### src/core/cpc_defines.vh
`ifndef CPC_DEFINES_VH
`define CPC_DEFINES_VH

// register indexes, byte address is four times the index
`define CPC_IDX_RESET   6'h00
`define CPC_IDX_MICB    6'h07
`define CPC_IDX_ADC     6'h0A
`define CPC_IDX_INPWR   6'h0C
`define CPC_IDX_HPPWR   6'h0E
`define CPC_IDX_LOPWR   6'h0F
`define CPC_IDX_CVPWR   6'h12
`define CPC_IDX_CLKA    6'h14
`define CPC_IDX_CLKB    6'h15
`define CPC_IDX_CLKC    6'h16

// field positions
`define CPC_MICB_LSB    0
`define CPC_MICB_MSB    2
`define CPC_OSR_BIT     0
`define CPC_LEFT_BIT    1
`define CPC_RIGHT_BIT   0
`define CPC_DACL_BIT    3
`define CPC_DACR_BIT    2
`define CPC_ADCL_BIT    1
`define CPC_ADCR_BIT    0
`define CPC_DIV16_BIT   14
`define CPC_X4_BIT      13
`define CPC_MDIV_BIT    0
`define CPC_RATIO_LSB   10
`define CPC_RATIO_MSB   13
`define CPC_SR_LSB      0
`define CPC_SR_MSB      2
`define CPC_INV_BIT     15
`define CPC_SRC_BIT     14
`define CPC_TOHALF_BIT  12
`define CPC_OPCLK_BIT   3
`define CPC_SYSENA_BIT  2
`define CPC_DSP_BIT     1
`define CPC_TOENA_BIT   0

// reset values
`define CPC_RST_MICB    3'h0
`define CPC_RST_OSR     1'h1
`define CPC_RST_PAIR    2'h0
`define CPC_RST_BIT     1'h0
`define CPC_RST_RATIO   4'h3
`define CPC_RST_SR      3'h5
`define CPC_RST_RDEC    11'h100
`define CPC_RST_VALID   1'h1
`define CPC_RST_SCALE   4'hF

// decode limits
`define CPC_RATIO_LAST  4'h9
`define CPC_SR_LAST     3'h5
`define CPC_MICB_TOP    3'h4

`endif

### src/core/cpc_regs.v
// Chosen here: the APB register port.
`default_nettype none
`include "cpc_defines.vh"

module cpc_regs #(
	parameter [15:0] DEVICE_ID = 16'h0A5C  // arbitrary value
) (
	// clock and reset
	input  wire        pclk,
	input  wire        presetn,
	// apb slave
	input  wire        psel,
	input  wire        penable,
	input  wire        pwrite,
	input  wire [7:0]  paddr,
	input  wire [31:0] pwdata,
	output reg  [31:0] prdata,
	output reg         pready,
	output reg         pslverr,
	// analogue bias level, oversampling and power enables
	output reg  [2:0]  mic_bias_level_sel,
	output reg         adc_high_oversample,
	output reg         left_input_amp_en,
	output reg         right_input_amp_en,
	output reg         left_headphone_en,
	output reg         right_headphone_en,
	output reg         left_lineout_en,
	output reg         right_lineout_en,
	output reg         left_dac_en,
	output reg         right_dac_en,
	output reg         left_adc_en,
	output reg         right_adc_en,
	// system clock control
	output reg         system_clock_source,
	output reg         master_clk_invert,
	output reg         master_clk_halve,
	output reg         system_clock_gate,
	output reg  [10:0] system_clock_to_fs_ratio,
	output reg         ratio_code_valid,
	output reg  [2:0]  sample_rate_code,
	output reg         sample_rate_valid,
	// timeout and auxiliary clocks
	output reg  [3:0]  timeout_clk_log2_scale,
	output reg         timeout_clock_en,
	output reg         processing_clock_en,
	output reg         pin_output_clock_en
);

	// analogue field storage
	reg [2:0]  micb_reg;
	reg        osr_reg;
	reg [1:0]  inpwr_reg;
	reg [1:0]  hppwr_reg;
	reg [1:0]  lopwr_reg;
	reg [1:0]  dacpwr_reg;
	reg [1:0]  adcpwr_reg;

	// clock field storage
	reg        div16_reg;
	reg        x4_reg;
	reg        mdiv_reg;
	reg [3:0]  ratio_reg;
	reg [2:0]  sr_reg;
	reg        inv_reg;
	reg        src_reg;
	reg        tohalf_reg;
	reg        opclk_reg;
	reg        sysena_reg;
	reg        dsp_reg;
	reg        toena_reg;

	reg [31:0] rd_word;
	wire [5:0] idx;
	wire       setup_phase;
	wire       wr_take;
	wire [10:0] ratio_dec;
	wire       ratio_ok;
	wire       sr_ok;
	wire [2:0] bias_dec;
	wire [3:0] shift_dec;

	// address map
	function is_mapped;
		input [5:0] i;
		begin
			case (i)
				`CPC_IDX_RESET,
				`CPC_IDX_MICB,
				`CPC_IDX_ADC,
				`CPC_IDX_INPWR,
				`CPC_IDX_HPPWR,
				`CPC_IDX_LOPWR,
				`CPC_IDX_CVPWR,
				`CPC_IDX_CLKA,
				`CPC_IDX_CLKB,
				`CPC_IDX_CLKC: is_mapped = 1'b1;
				default: is_mapped = 1'b0;
			endcase
		end
	endfunction

	assign idx = paddr[7:2];
	assign setup_phase = psel & ~penable;
	// write lands at the access edge with pready high
	assign wr_take = psel & penable & pwrite & pready & is_mapped(idx);

	// read data composition, unused bits zero
	always @* begin
		rd_word = 32'h0000_0000;
		case (idx)
			`CPC_IDX_RESET: rd_word[15:0] = DEVICE_ID;
			`CPC_IDX_MICB:
				rd_word[`CPC_MICB_MSB:`CPC_MICB_LSB] = micb_reg;
			`CPC_IDX_ADC: rd_word[`CPC_OSR_BIT] = osr_reg;
			`CPC_IDX_INPWR: rd_word[1:0] = inpwr_reg;
			`CPC_IDX_HPPWR: rd_word[1:0] = hppwr_reg;
			`CPC_IDX_LOPWR: rd_word[1:0] = lopwr_reg;
			`CPC_IDX_CVPWR: begin
				rd_word[`CPC_DACL_BIT] = dacpwr_reg[1];
				rd_word[`CPC_DACR_BIT] = dacpwr_reg[0];
				rd_word[`CPC_ADCL_BIT] = adcpwr_reg[1];
				rd_word[`CPC_ADCR_BIT] = adcpwr_reg[0];
			end
			`CPC_IDX_CLKA: begin
				rd_word[`CPC_DIV16_BIT] = div16_reg;
				rd_word[`CPC_X4_BIT] = x4_reg;
				rd_word[`CPC_MDIV_BIT] = mdiv_reg;
			end
			`CPC_IDX_CLKB: begin
				rd_word[`CPC_RATIO_MSB:`CPC_RATIO_LSB] = ratio_reg;
				rd_word[`CPC_SR_MSB:`CPC_SR_LSB] = sr_reg;
			end
			`CPC_IDX_CLKC: begin
				rd_word[`CPC_INV_BIT] = inv_reg;
				rd_word[`CPC_SRC_BIT] = src_reg;
				rd_word[`CPC_TOHALF_BIT] = tohalf_reg;
				rd_word[`CPC_OPCLK_BIT] = opclk_reg;
				rd_word[`CPC_SYSENA_BIT] = sysena_reg;
				rd_word[`CPC_DSP_BIT] = dsp_reg;
				rd_word[`CPC_TOENA_BIT] = toena_reg;
			end
			default: rd_word = 32'h0000_0000;
		endcase
	end

	// field flops, defaults on hardware or software reset
	always @(posedge pclk or negedge presetn) begin
		if (!presetn) begin
			micb_reg   <= `CPC_RST_MICB;
			osr_reg    <= `CPC_RST_OSR;
			inpwr_reg  <= `CPC_RST_PAIR;
			hppwr_reg  <= `CPC_RST_PAIR;
			lopwr_reg  <= `CPC_RST_PAIR;
			dacpwr_reg <= `CPC_RST_PAIR;
			adcpwr_reg <= `CPC_RST_PAIR;
			div16_reg  <= `CPC_RST_BIT;
			x4_reg     <= `CPC_RST_BIT;
			mdiv_reg   <= `CPC_RST_BIT;
			ratio_reg  <= `CPC_RST_RATIO;
			sr_reg     <= `CPC_RST_SR;
			inv_reg    <= `CPC_RST_BIT;
			src_reg    <= `CPC_RST_BIT;
			tohalf_reg <= `CPC_RST_BIT;
			opclk_reg  <= `CPC_RST_BIT;
			sysena_reg <= `CPC_RST_BIT;
			dsp_reg    <= `CPC_RST_BIT;
			toena_reg  <= `CPC_RST_BIT;
		end else if (wr_take) begin
			case (idx)
				// software reset restores every field
				`CPC_IDX_RESET: begin
					micb_reg   <= `CPC_RST_MICB;
					osr_reg    <= `CPC_RST_OSR;
					inpwr_reg  <= `CPC_RST_PAIR;
					hppwr_reg  <= `CPC_RST_PAIR;
					lopwr_reg  <= `CPC_RST_PAIR;
					dacpwr_reg <= `CPC_RST_PAIR;
					adcpwr_reg <= `CPC_RST_PAIR;
					div16_reg  <= `CPC_RST_BIT;
					x4_reg     <= `CPC_RST_BIT;
					mdiv_reg   <= `CPC_RST_BIT;
					ratio_reg  <= `CPC_RST_RATIO;
					sr_reg     <= `CPC_RST_SR;
					inv_reg    <= `CPC_RST_BIT;
					src_reg    <= `CPC_RST_BIT;
					tohalf_reg <= `CPC_RST_BIT;
					opclk_reg  <= `CPC_RST_BIT;
					sysena_reg <= `CPC_RST_BIT;
					dsp_reg    <= `CPC_RST_BIT;
					toena_reg  <= `CPC_RST_BIT;
				end
				`CPC_IDX_MICB:
					micb_reg <= pwdata[`CPC_MICB_MSB:`CPC_MICB_LSB];
				`CPC_IDX_ADC:
					osr_reg <= pwdata[`CPC_OSR_BIT];
				`CPC_IDX_INPWR: begin
					inpwr_reg[1] <= pwdata[`CPC_LEFT_BIT];
					inpwr_reg[0] <= pwdata[`CPC_RIGHT_BIT];
				end
				`CPC_IDX_HPPWR: begin
					hppwr_reg[1] <= pwdata[`CPC_LEFT_BIT];
					hppwr_reg[0] <= pwdata[`CPC_RIGHT_BIT];
				end
				`CPC_IDX_LOPWR: begin
					lopwr_reg[1] <= pwdata[`CPC_LEFT_BIT];
					lopwr_reg[0] <= pwdata[`CPC_RIGHT_BIT];
				end
				`CPC_IDX_CVPWR: begin
					dacpwr_reg[1] <= pwdata[`CPC_DACL_BIT];
					dacpwr_reg[0] <= pwdata[`CPC_DACR_BIT];
					adcpwr_reg[1] <= pwdata[`CPC_ADCL_BIT];
					adcpwr_reg[0] <= pwdata[`CPC_ADCR_BIT];
				end
				`CPC_IDX_CLKA: begin
					div16_reg <= pwdata[`CPC_DIV16_BIT];
					x4_reg    <= pwdata[`CPC_X4_BIT];
					mdiv_reg  <= pwdata[`CPC_MDIV_BIT];
				end
				`CPC_IDX_CLKB: begin
					ratio_reg <= pwdata[`CPC_RATIO_MSB:`CPC_RATIO_LSB];
					sr_reg    <= pwdata[`CPC_SR_MSB:`CPC_SR_LSB];
				end
				`CPC_IDX_CLKC: begin
					inv_reg    <= pwdata[`CPC_INV_BIT];
					src_reg    <= pwdata[`CPC_SRC_BIT];
					tohalf_reg <= pwdata[`CPC_TOHALF_BIT];
					opclk_reg  <= pwdata[`CPC_OPCLK_BIT];
					sysena_reg <= pwdata[`CPC_SYSENA_BIT];
					dsp_reg    <= pwdata[`CPC_DSP_BIT];
					toena_reg  <= pwdata[`CPC_TOENA_BIT];
				end
				default: micb_reg <= micb_reg;
			endcase
		end
	end

	// apb answer, prepared in the setup cycle
	always @(posedge pclk or negedge presetn) begin
		if (!presetn) begin
			prdata  <= 32'h0000_0000;
			pready  <= 1'b0;
			pslverr <= 1'b0;
		end else begin
			pready  <= setup_phase;
			pslverr <= setup_phase & ~is_mapped(idx);
			if (setup_phase && !pwrite) begin
				prdata <= rd_word;
			end
		end
	end

	// decoders
	cpc_ratio_decode u_ratio (
		.code  (ratio_reg),
		.ratio (ratio_dec),
		.valid (ratio_ok)
	);

	cpc_level_decode u_level (
		.sr_code     (sr_reg),
		.micb_code   (micb_reg),
		.div_sixteen (div16_reg),
		.times_four  (x4_reg),
		.half_bypass (tohalf_reg),
		.sr_valid    (sr_ok),
		.bias_level  (bias_dec),
		.to_shift    (shift_dec)
	);

	// registered outputs, one cycle behind the fields
	always @(posedge pclk or negedge presetn) begin
		if (!presetn) begin
			mic_bias_level_sel     <= `CPC_RST_MICB;
			adc_high_oversample    <= `CPC_RST_OSR;
			left_input_amp_en      <= `CPC_RST_BIT;
			right_input_amp_en     <= `CPC_RST_BIT;
			left_headphone_en      <= `CPC_RST_BIT;
			right_headphone_en     <= `CPC_RST_BIT;
			left_lineout_en        <= `CPC_RST_BIT;
			right_lineout_en       <= `CPC_RST_BIT;
			left_dac_en            <= `CPC_RST_BIT;
			right_dac_en           <= `CPC_RST_BIT;
			left_adc_en            <= `CPC_RST_BIT;
			right_adc_en           <= `CPC_RST_BIT;
			system_clock_source    <= `CPC_RST_BIT;
			master_clk_invert      <= `CPC_RST_BIT;
			master_clk_halve       <= `CPC_RST_BIT;
			system_clock_gate      <= `CPC_RST_BIT;
			system_clock_to_fs_ratio     <= `CPC_RST_RDEC;
			ratio_code_valid       <= `CPC_RST_VALID;
			sample_rate_code       <= `CPC_RST_SR;
			sample_rate_valid      <= `CPC_RST_VALID;
			timeout_clk_log2_scale <= `CPC_RST_SCALE;
			timeout_clock_en       <= `CPC_RST_BIT;
			processing_clock_en    <= `CPC_RST_BIT;
			pin_output_clock_en    <= `CPC_RST_BIT;
		end else begin
			mic_bias_level_sel     <= bias_dec;
			adc_high_oversample    <= osr_reg;
			left_input_amp_en      <= inpwr_reg[1];
			right_input_amp_en     <= inpwr_reg[0];
			left_headphone_en      <= hppwr_reg[1];
			right_headphone_en     <= hppwr_reg[0];
			left_lineout_en        <= lopwr_reg[1];
			right_lineout_en       <= lopwr_reg[0];
			left_dac_en            <= dacpwr_reg[1];
			right_dac_en           <= dacpwr_reg[0];
			left_adc_en            <= adcpwr_reg[1];
			right_adc_en           <= adcpwr_reg[0];
			system_clock_source    <= src_reg;
			master_clk_invert      <= inv_reg;
			master_clk_halve       <= mdiv_reg;
			system_clock_gate      <= sysena_reg;
			system_clock_to_fs_ratio     <= ratio_dec;
			ratio_code_valid       <= ratio_ok;
			sample_rate_code       <= sr_reg;
			sample_rate_valid      <= sr_ok;
			timeout_clk_log2_scale <= shift_dec;
			timeout_clock_en       <= toena_reg;
			processing_clock_en    <= dsp_reg;
			pin_output_clock_en    <= opclk_reg;
		end
	end

endmodule

`default_nettype wire

### src/core/cpc_ratio_decode.v
`default_nettype none
`include "cpc_defines.vh"

module cpc_ratio_decode (
	// ratio code
	input  wire [3:0]  code,
	// decoded ratio
	output reg  [10:0] ratio,
	output reg         valid
);

	// system_clock over fs ratio table
	always @* begin
		valid = (code <= `CPC_RATIO_LAST);
		case (code)
			4'h0: ratio = 11'h040;
			4'h1: ratio = 11'h080;
			4'h2: ratio = 11'h0C0;
			4'h3: ratio = 11'h100;
			4'h4: ratio = 11'h180;
			4'h5: ratio = 11'h200;
			4'h6: ratio = 11'h300;
			4'h7: ratio = 11'h400;
			4'h8: ratio = 11'h580;
			4'h9: ratio = 11'h600;
			default: ratio = 11'h000;
		endcase
	end

endmodule

`default_nettype wire

### src/core/cpc_level_decode.v
`default_nettype none
`include "cpc_defines.vh"

module cpc_level_decode (
	// field codes
	input  wire [2:0] sr_code,
	input  wire [2:0] micb_code,
	input  wire       div_sixteen,
	input  wire       times_four,
	input  wire       half_bypass,
	// decoded values
	output reg        sr_valid,
	output reg  [2:0] bias_level,
	output reg  [3:0] to_shift
);

	always @* begin
		// reserved sample rate codes
		sr_valid = (sr_code <= `CPC_SR_LAST);
		// codes above four share the top level
		if (micb_code >= `CPC_MICB_TOP) begin
			bias_level = `CPC_MICB_TOP;
		end else begin
			bias_level = micb_code;
		end
		// log2 of timeout clock scale, two's complement
		to_shift = 4'h0;
		if (times_four) begin
			to_shift = to_shift + 4'h2;
		end
		if (div_sixteen) begin
			to_shift = to_shift - 4'h4;
		end
		if (!half_bypass) begin
			to_shift = to_shift - 4'h1;
		end
	end

endmodule

`default_nettype wire

### config.mk
export PLATFORM = sky130hd
export DESIGN_NAME = cpc_regs
export DESIGN_NICKNAME = d
export VERILOG_FILES = /design/src/core/cpc_regs.v /design/src/core/cpc_ratio_decode.v /design/src/core/cpc_level_decode.v
export VERILOG_INCLUDE_DIRS = /design/src /design/src/core
export SDC_FILE = /design/constraint.sdc
export NUM_CORES = 1
export LEC_CHECK = 0
export BUFFER_PORTS_ARGS = -buffer_cell sky130_fd_sc_hd__buf_4
export CAP_MARGIN = 20
export CORE_MARGIN = 4
export CORE_UTILIZATION = 45
export DETAILED_ROUTE_END_ITERATION = 8
export HOLD_SLACK_MARGIN = 0.05
export PLACE_DENSITY_LB_ADDON = 0.08
export REMOVE_ABC_BUFFERS = 1
export SLEW_MARGIN = 20
export SYNTH_ARGS = -nofsm -noshare
export SYNTH_HDL_FRONTEND = slang
export SYNTH_HIERARCHICAL = 1
export SYNTH_SLANG_ARGS = --single-unit
### constraint.sdc
create_clock -name pclk -period 1.3 [get_ports pclk]
set_input_delay 0.065 -clock pclk [delete_from_list [all_inputs] [get_ports pclk]]
set_output_delay 0.065 -clock pclk [all_outputs]
set_load 0.005 [all_outputs]
After elaboration in Yosys (flattened, before gate mapping)
Memories as Yosys holds them, arrays and structs flattened. A register that Yosys moved wholly into a read port is not among the register bits.
Cells that the tools add are included.

operators by class
  magnitude comparators = 3
  equal/unequal tests = 9
  add/sub/neg operators = 2
  reductions and logical operators = 22
  multiplexer cells = 35
  bitwise operators = 8

operators by type and width
  kind                 count
  $pmux 1 s2           14
  $eq 6x4->1 const B   4
  $eq 6x5->1 const B   4
  $pmux 2 s2           6
  $reduce_and 2->1     9
  $reduce_bool 2->1    9
  $pmux 3 s2           2
  $pmux 1 s9           1
  $mux 4               2
  $pmux 4 s2           1
  $pmux 1 s7           1
  $and 1x1->1          6
  $eq 6x3->1 const B   1
  $logic_not 6->1      1
  $mux 6               1
  $pmux 1 s5           1
  $le 4x4->1 const B   1
  $sub 2x3->4 const B  1
  $sub 4x1->4 const B  1
  $ge 3x3->1 const B   1
  $le 3x3->1 const B   1
  $mux 1               3
  $mux 3               1
  $pmux 1 s3           1
  4 further kinds      6

word-level totals
  bits in registers = 90
  memories = 3
  bits in read-only memories = 144
  logic and storage cells = 128
  input bits = 45
  output and inout port bits = 75

memories
  memory           depth  bits a word  rd ports  clocked after memory_dff  write ports  line                   RTL
  (no name shown)  16     5            1         1                         0            cpc_ratio_decode.v:15  case (code)
  (no name shown)  32     1            1         0                         0            cpc_regs.v:86          case (i)
  (no name shown)  32     1            1         0                         0            cpc_regs.v:86

Depth between registers and ports, before layout
  depth after elaboration = 5
  depth in mapped cells = 6
  mapped depth without buffers = 5

Cells and area by module
The synthesis kept the hierarchy.

by module, submodules not included
  module            area each (µm²)  cells an instance  times used  sequential area each (µm²)
  cpc_regs          3,311.9          254                1           2,145.8
  cpc_ratio_decode  207.7            29                 1           0.0
  cpc_level_decode  66.3             12                 1           0.0

Worst setup path before layout
No wires, ideal clock.

  path kind = flip-flop to flip-flop
  start = reg pready
  end = reg tohalf_reg
  cell stages (with the launch flop) = 6
  path buffers = 1
  library setup time = 0.121 ns
  path slack = -0.080 ns
  arrival = 1.259 ns
  cells stage by stage = dfrtp_1 -> nand2_1 -> nor3_1 -> buf_2 -> o21ai_1 -> a22o_1

on the way
  cells in the longest elaborated chain, start to end = 3

RTL lines
  element                            line            RTL
  from (decl)                        cpc_regs.v:18   output reg pready,
  from (signal assigned)             cpc_regs.v:244  pready <= setup_phase;
  $and 1x1->1 (2 in a row)           cpc_regs.v:105  assign wr_take = psel & penable & pwrite & pready & is_mapped(idx);
  $reduce_and 2->1 (no source line)  -
  to (signal assigned)               cpc_regs.v:163  tohalf_reg <= `CPC_RST_BIT;
  to (signal assigned)               cpc_regs.v:186  tohalf_reg <= `CPC_RST_BIT;
  to (signal assigned)               cpc_regs.v:226  tohalf_reg <= pwdata[`CPC_TOHALF_BIT];
  to (decl)                          cpc_regs.v:66   reg tohalf_reg;

No other way between the ends.
A chain may end at the register's enable or synchronous reset.

Final worst setup path
  start = reg pready
  end = reg dsp_reg

on the way
  cells in the longest elaborated chain, start to end = 3

RTL lines
  element                            line            RTL
  $and 1x1->1 (2 in a row)           cpc_regs.v:105
  $reduce_and 2->1 (no source line)  -
  to (signal assigned)               cpc_regs.v:166  dsp_reg <= `CPC_RST_BIT;
  to (signal assigned)               cpc_regs.v:189  dsp_reg <= `CPC_RST_BIT;
  to (signal assigned)               cpc_regs.v:229  dsp_reg <= pwdata[`CPC_DSP_BIT];
  to (decl)                          cpc_regs.v:69   reg dsp_reg;

No other way between the ends.

==> flow_summary_export.csv <==
group,metric,value,unit
floorplanning,die_w,97.3,um
global_routing,grt_max_degree,23,
placement,hpwl,6040,um
cts,cts.reportedPaths.clkPinSlew,80,ps
flow_run,drv_cap,0,
floorplanning,ioPinCount,120,
final_layout,layout.nets,485,
timing,setup_viol,19,
routing,drtIter0Drc,100,
global_routing,antenna_found_initial,0,
logic_synthesis,ys_ff_latch,85,
timing,min_period,1330,ps
timing,worst_clock_skew,13.1,ps
hold_path,hold_path_class,"input pin to flip-flop",
floorplanning,rows,32,
timing,holdWs,66.7,ps
routing,ant_nets,0,
floorplanning,core_area,7730,um2
critical_path,critPathMaxFanout,7,
logic_synthesis,synth_flop_cell,"dfrtp_1",
final_layout,diodes,0,
final_layout,syn_to_final_growth,40.0,%
timing,hold_violations,0,
routing,drt_pass1_iterations,4,
timing,clock.fmax,750,MHz
final_layout,final_cells,543,
logic_synthesis,synth-async-reset-ratio,1.00,
timing,fin_crit_sh,1.03,
logic_synthesis,postSynthCellCount,295,
timing,fin_ws,-33.2,ps
global_routing,first_global_vias,2616,
critical_path,crit_type,"flip-flop to flip-flop",
floorplanning,initial_core_util,0.464,
timing,rsz0062_at_grt,"yes",
final_layout,reg_top3,"prdata: 11 flops, system_clock_to_fs_ratio: 11 flops",
placement,place_congestion,0.824,
floorplanning,die_area,9460,um2
final_layout,drive_above_1_share,0.431,
global_routing,grtUsageTotal,0.179,
routing,route.detailed.drc,0,
critical_path,critical_path_required,1580,ps
placement,place_inst,507,
power_and_ir_drop,power.density,1040,nW/um2
logic_synthesis,avgSynthCellArea,12.2,um2
cts,cts_sinks,85,
critical_path,worstSetupEndpointType,"flip-flop",
run_status,failed_checks,"negative setup slack",
final_layout,final_common_cell,"buf_4",
final_layout,layout_common_cells,"127 x buf_4, 70 x dfrtp_1, 25 x conb_1",
final_layout,fill_cells,616,
critical_path,crit_slowest_cell,"or3_4",
cts,root_buffer,"clkbuf_8",
routing,via_per_inst,4.86,
logic_synthesis,netlist_area,3590,um2
logic_synthesis,yosysSeqAreaShare,0.598,
routing,wl,8480,um
critical_path,cpPeakStageDelay,410,ps
critical_path,cp.arrival,1610,ps
run_status,status,"finished, violations left",
floorplanning,die_h,97.3,um
routing,dr_total_vias,2640,
critical_path,critPathLaunchType,"flip-flop",
power_and_ir_drop,leakage,2.41,nW
logic_synthesis,ys_types,46,
global_routing,overflow,0,
cts,cts.path.max_buffers,2,
cts,clock_latency,350,ps
placement,port-buffer-count,76,
timing,slew_viol_final,0,
global_routing,grt_pass1_wl,13500,um
logic_synthesis,yosysWarnings,6,
routing,wl_per_cell,15.6,um
critical_path,path_cells,"nand2_2 > or3_4 > nor3_2 > buf_4 > a22o_1",
power_and_ir_drop,ir_worst_vdd,521,uV
cts,cts-htree-levels,3,
cts,cts_buffers,9,
logic_synthesis,synth_edf_count,0,
cts,cts_tree,"yes",
[final cells by class]
type / instances / area, um2 / share of cell area
sequential: 85 / 2150 / 0.427
tap: 102 / 128 / 0.0254
clock buffer: 12 / 145 / 0.0289
timing repair buffer: 148 / 1180 / 0.236
multi-input combinational: 184 / 1310 / 0.262
inverter: 8 / 30.0 / 0.00598
clock inverter: 4 / 73.8 / 0.0147
[power breakdown]
part / internal (mW) / switching [mW]
registers: 2.70 / 0.0278
logic: 0.235 / 0.233
clock network: 1.14 / 0.906
total: 4.07 / 1.17
[kinds of logic after synthesis]
logic type / Yosys count / share of synthesized area
multiplexers: 5 / 0.0140
AO/OA/AOI/OAI: 77 / 0.159
buffers and inverters: 49 / 0.0893
adder cells (fa/ha/maj): 4 / 0.0140
other: 2 / 0.00209
flip-flops: 85 / 0.598
XOR/XNOR: 1 / 0.00244
AND/OR/NAND/NOR: 72 / 0.120
[critical path: cells and delay by family (launching register included)]
kind                   cells  cell delay (ps)
AND/OR/NAND/NOR            3              600
flip-flops                 1              360
buffers and inverters      1              170
AO/OA/AOI/OAI              1              140
[metal layers]
| layer | wire length (um) | vias to the layer above | GRT usage |
|---|---|---|---|
| li1 | - | 1293 | - |
| met1 | 4150 | 1264 | 0.265 |
| met2 | 3860 | 72 | 0.258 |
| met3 | 354 | 11 | 0.0373 |
| met4 | 125 | 0 | 0.0671 |
| met5 | 0 | - | 0 |
[what timing repair did]
| action | in CTS | in global routing |
|---|---|---|
| hold endpoints to repair | 96 | 0 |
| cloned | 0 | 2 |
| hold buffers | 14 | 0 |
| pin swaps | 14 | 5 |
| buffers inserted | 0 | 4 |
| gates resized for setup | 11 | 24 |
| setup endpoints to repair | 28 | 38 |
[worst paths after layout]
check	startpoint	to	slack [ps]	depth (start not counted)
max	pready	dsp_reg	-30	5
min	pwrite	prdata[1]	70	3
max reg2reg	pready	dsp_reg	-30	5
min reg2reg	osr_reg	adc_high_oversample	380	0
max in group asynchronous	presetn	adc_high_oversample	600	3
min in group asynchronous	presetn	system_clock_to_fs_ratio[1]	150	2
[cell usage after synthesis, types with 3 or more instances]
| cell type | instances | area (um2) |
|---|---|---|
| nand3_1 | 3 | 15.0 |
| mux2i_1 | 5 | 50.1 |
| nor2_1 | 10 | 37.5 |
| and3_1 | 3 | 18.8 |
| nand2_1 | 21 | 78.8 |
| dfrtp_1 | 70 | 1750 |
| ha_1 | 4 | 50.1 |
| o21ai_0 | 21 | 105 |
| o22a_1 | 4 | 35.0 |
| nor3_1 | 6 | 30.0 |
| a22oi_1 | 6 | 45.0 |
| nor2b_1 | 3 | 18.8 |
| dfstp_2 | 15 | 394 |
| and2_1 | 3 | 18.8 |
| nand3b_1 | 6 | 45.0 |
| a21oi_1 | 4 | 20.0 |
| a32o_1 | 10 | 100 |
| inv_1 | 8 | 30.0 |
| buf_4 | 31 | 233 |
| a22o_1 | 16 | 140 |
| buf_2 | 3 | 15.0 |
| nand2b_1 | 4 | 25.0 |
| clkbuf_1 | 4 | 15.0 |
[metrics by stage]
step | instance area [um2] | worst slack (ps) | total power, mW | TNS [ps] | util
after floorplan | 3380 | -995 | 2.88 | -26950 | -
after global placement | 4500 | -230 | 3.19 | -2000 | 0.582
after detailed placement | 4500 | -196 | 3.20 | -2950 | 0.582
after CTS | 4890 | -39.1 | 5.26 | -238 | 0.633
after global routing | 5020 | -133 | 5.45 | -2620 | 0.650
final | 5020 | -33.2 | 5.24 | -349 | 0.650
Power figures use the tool's default switching activity.
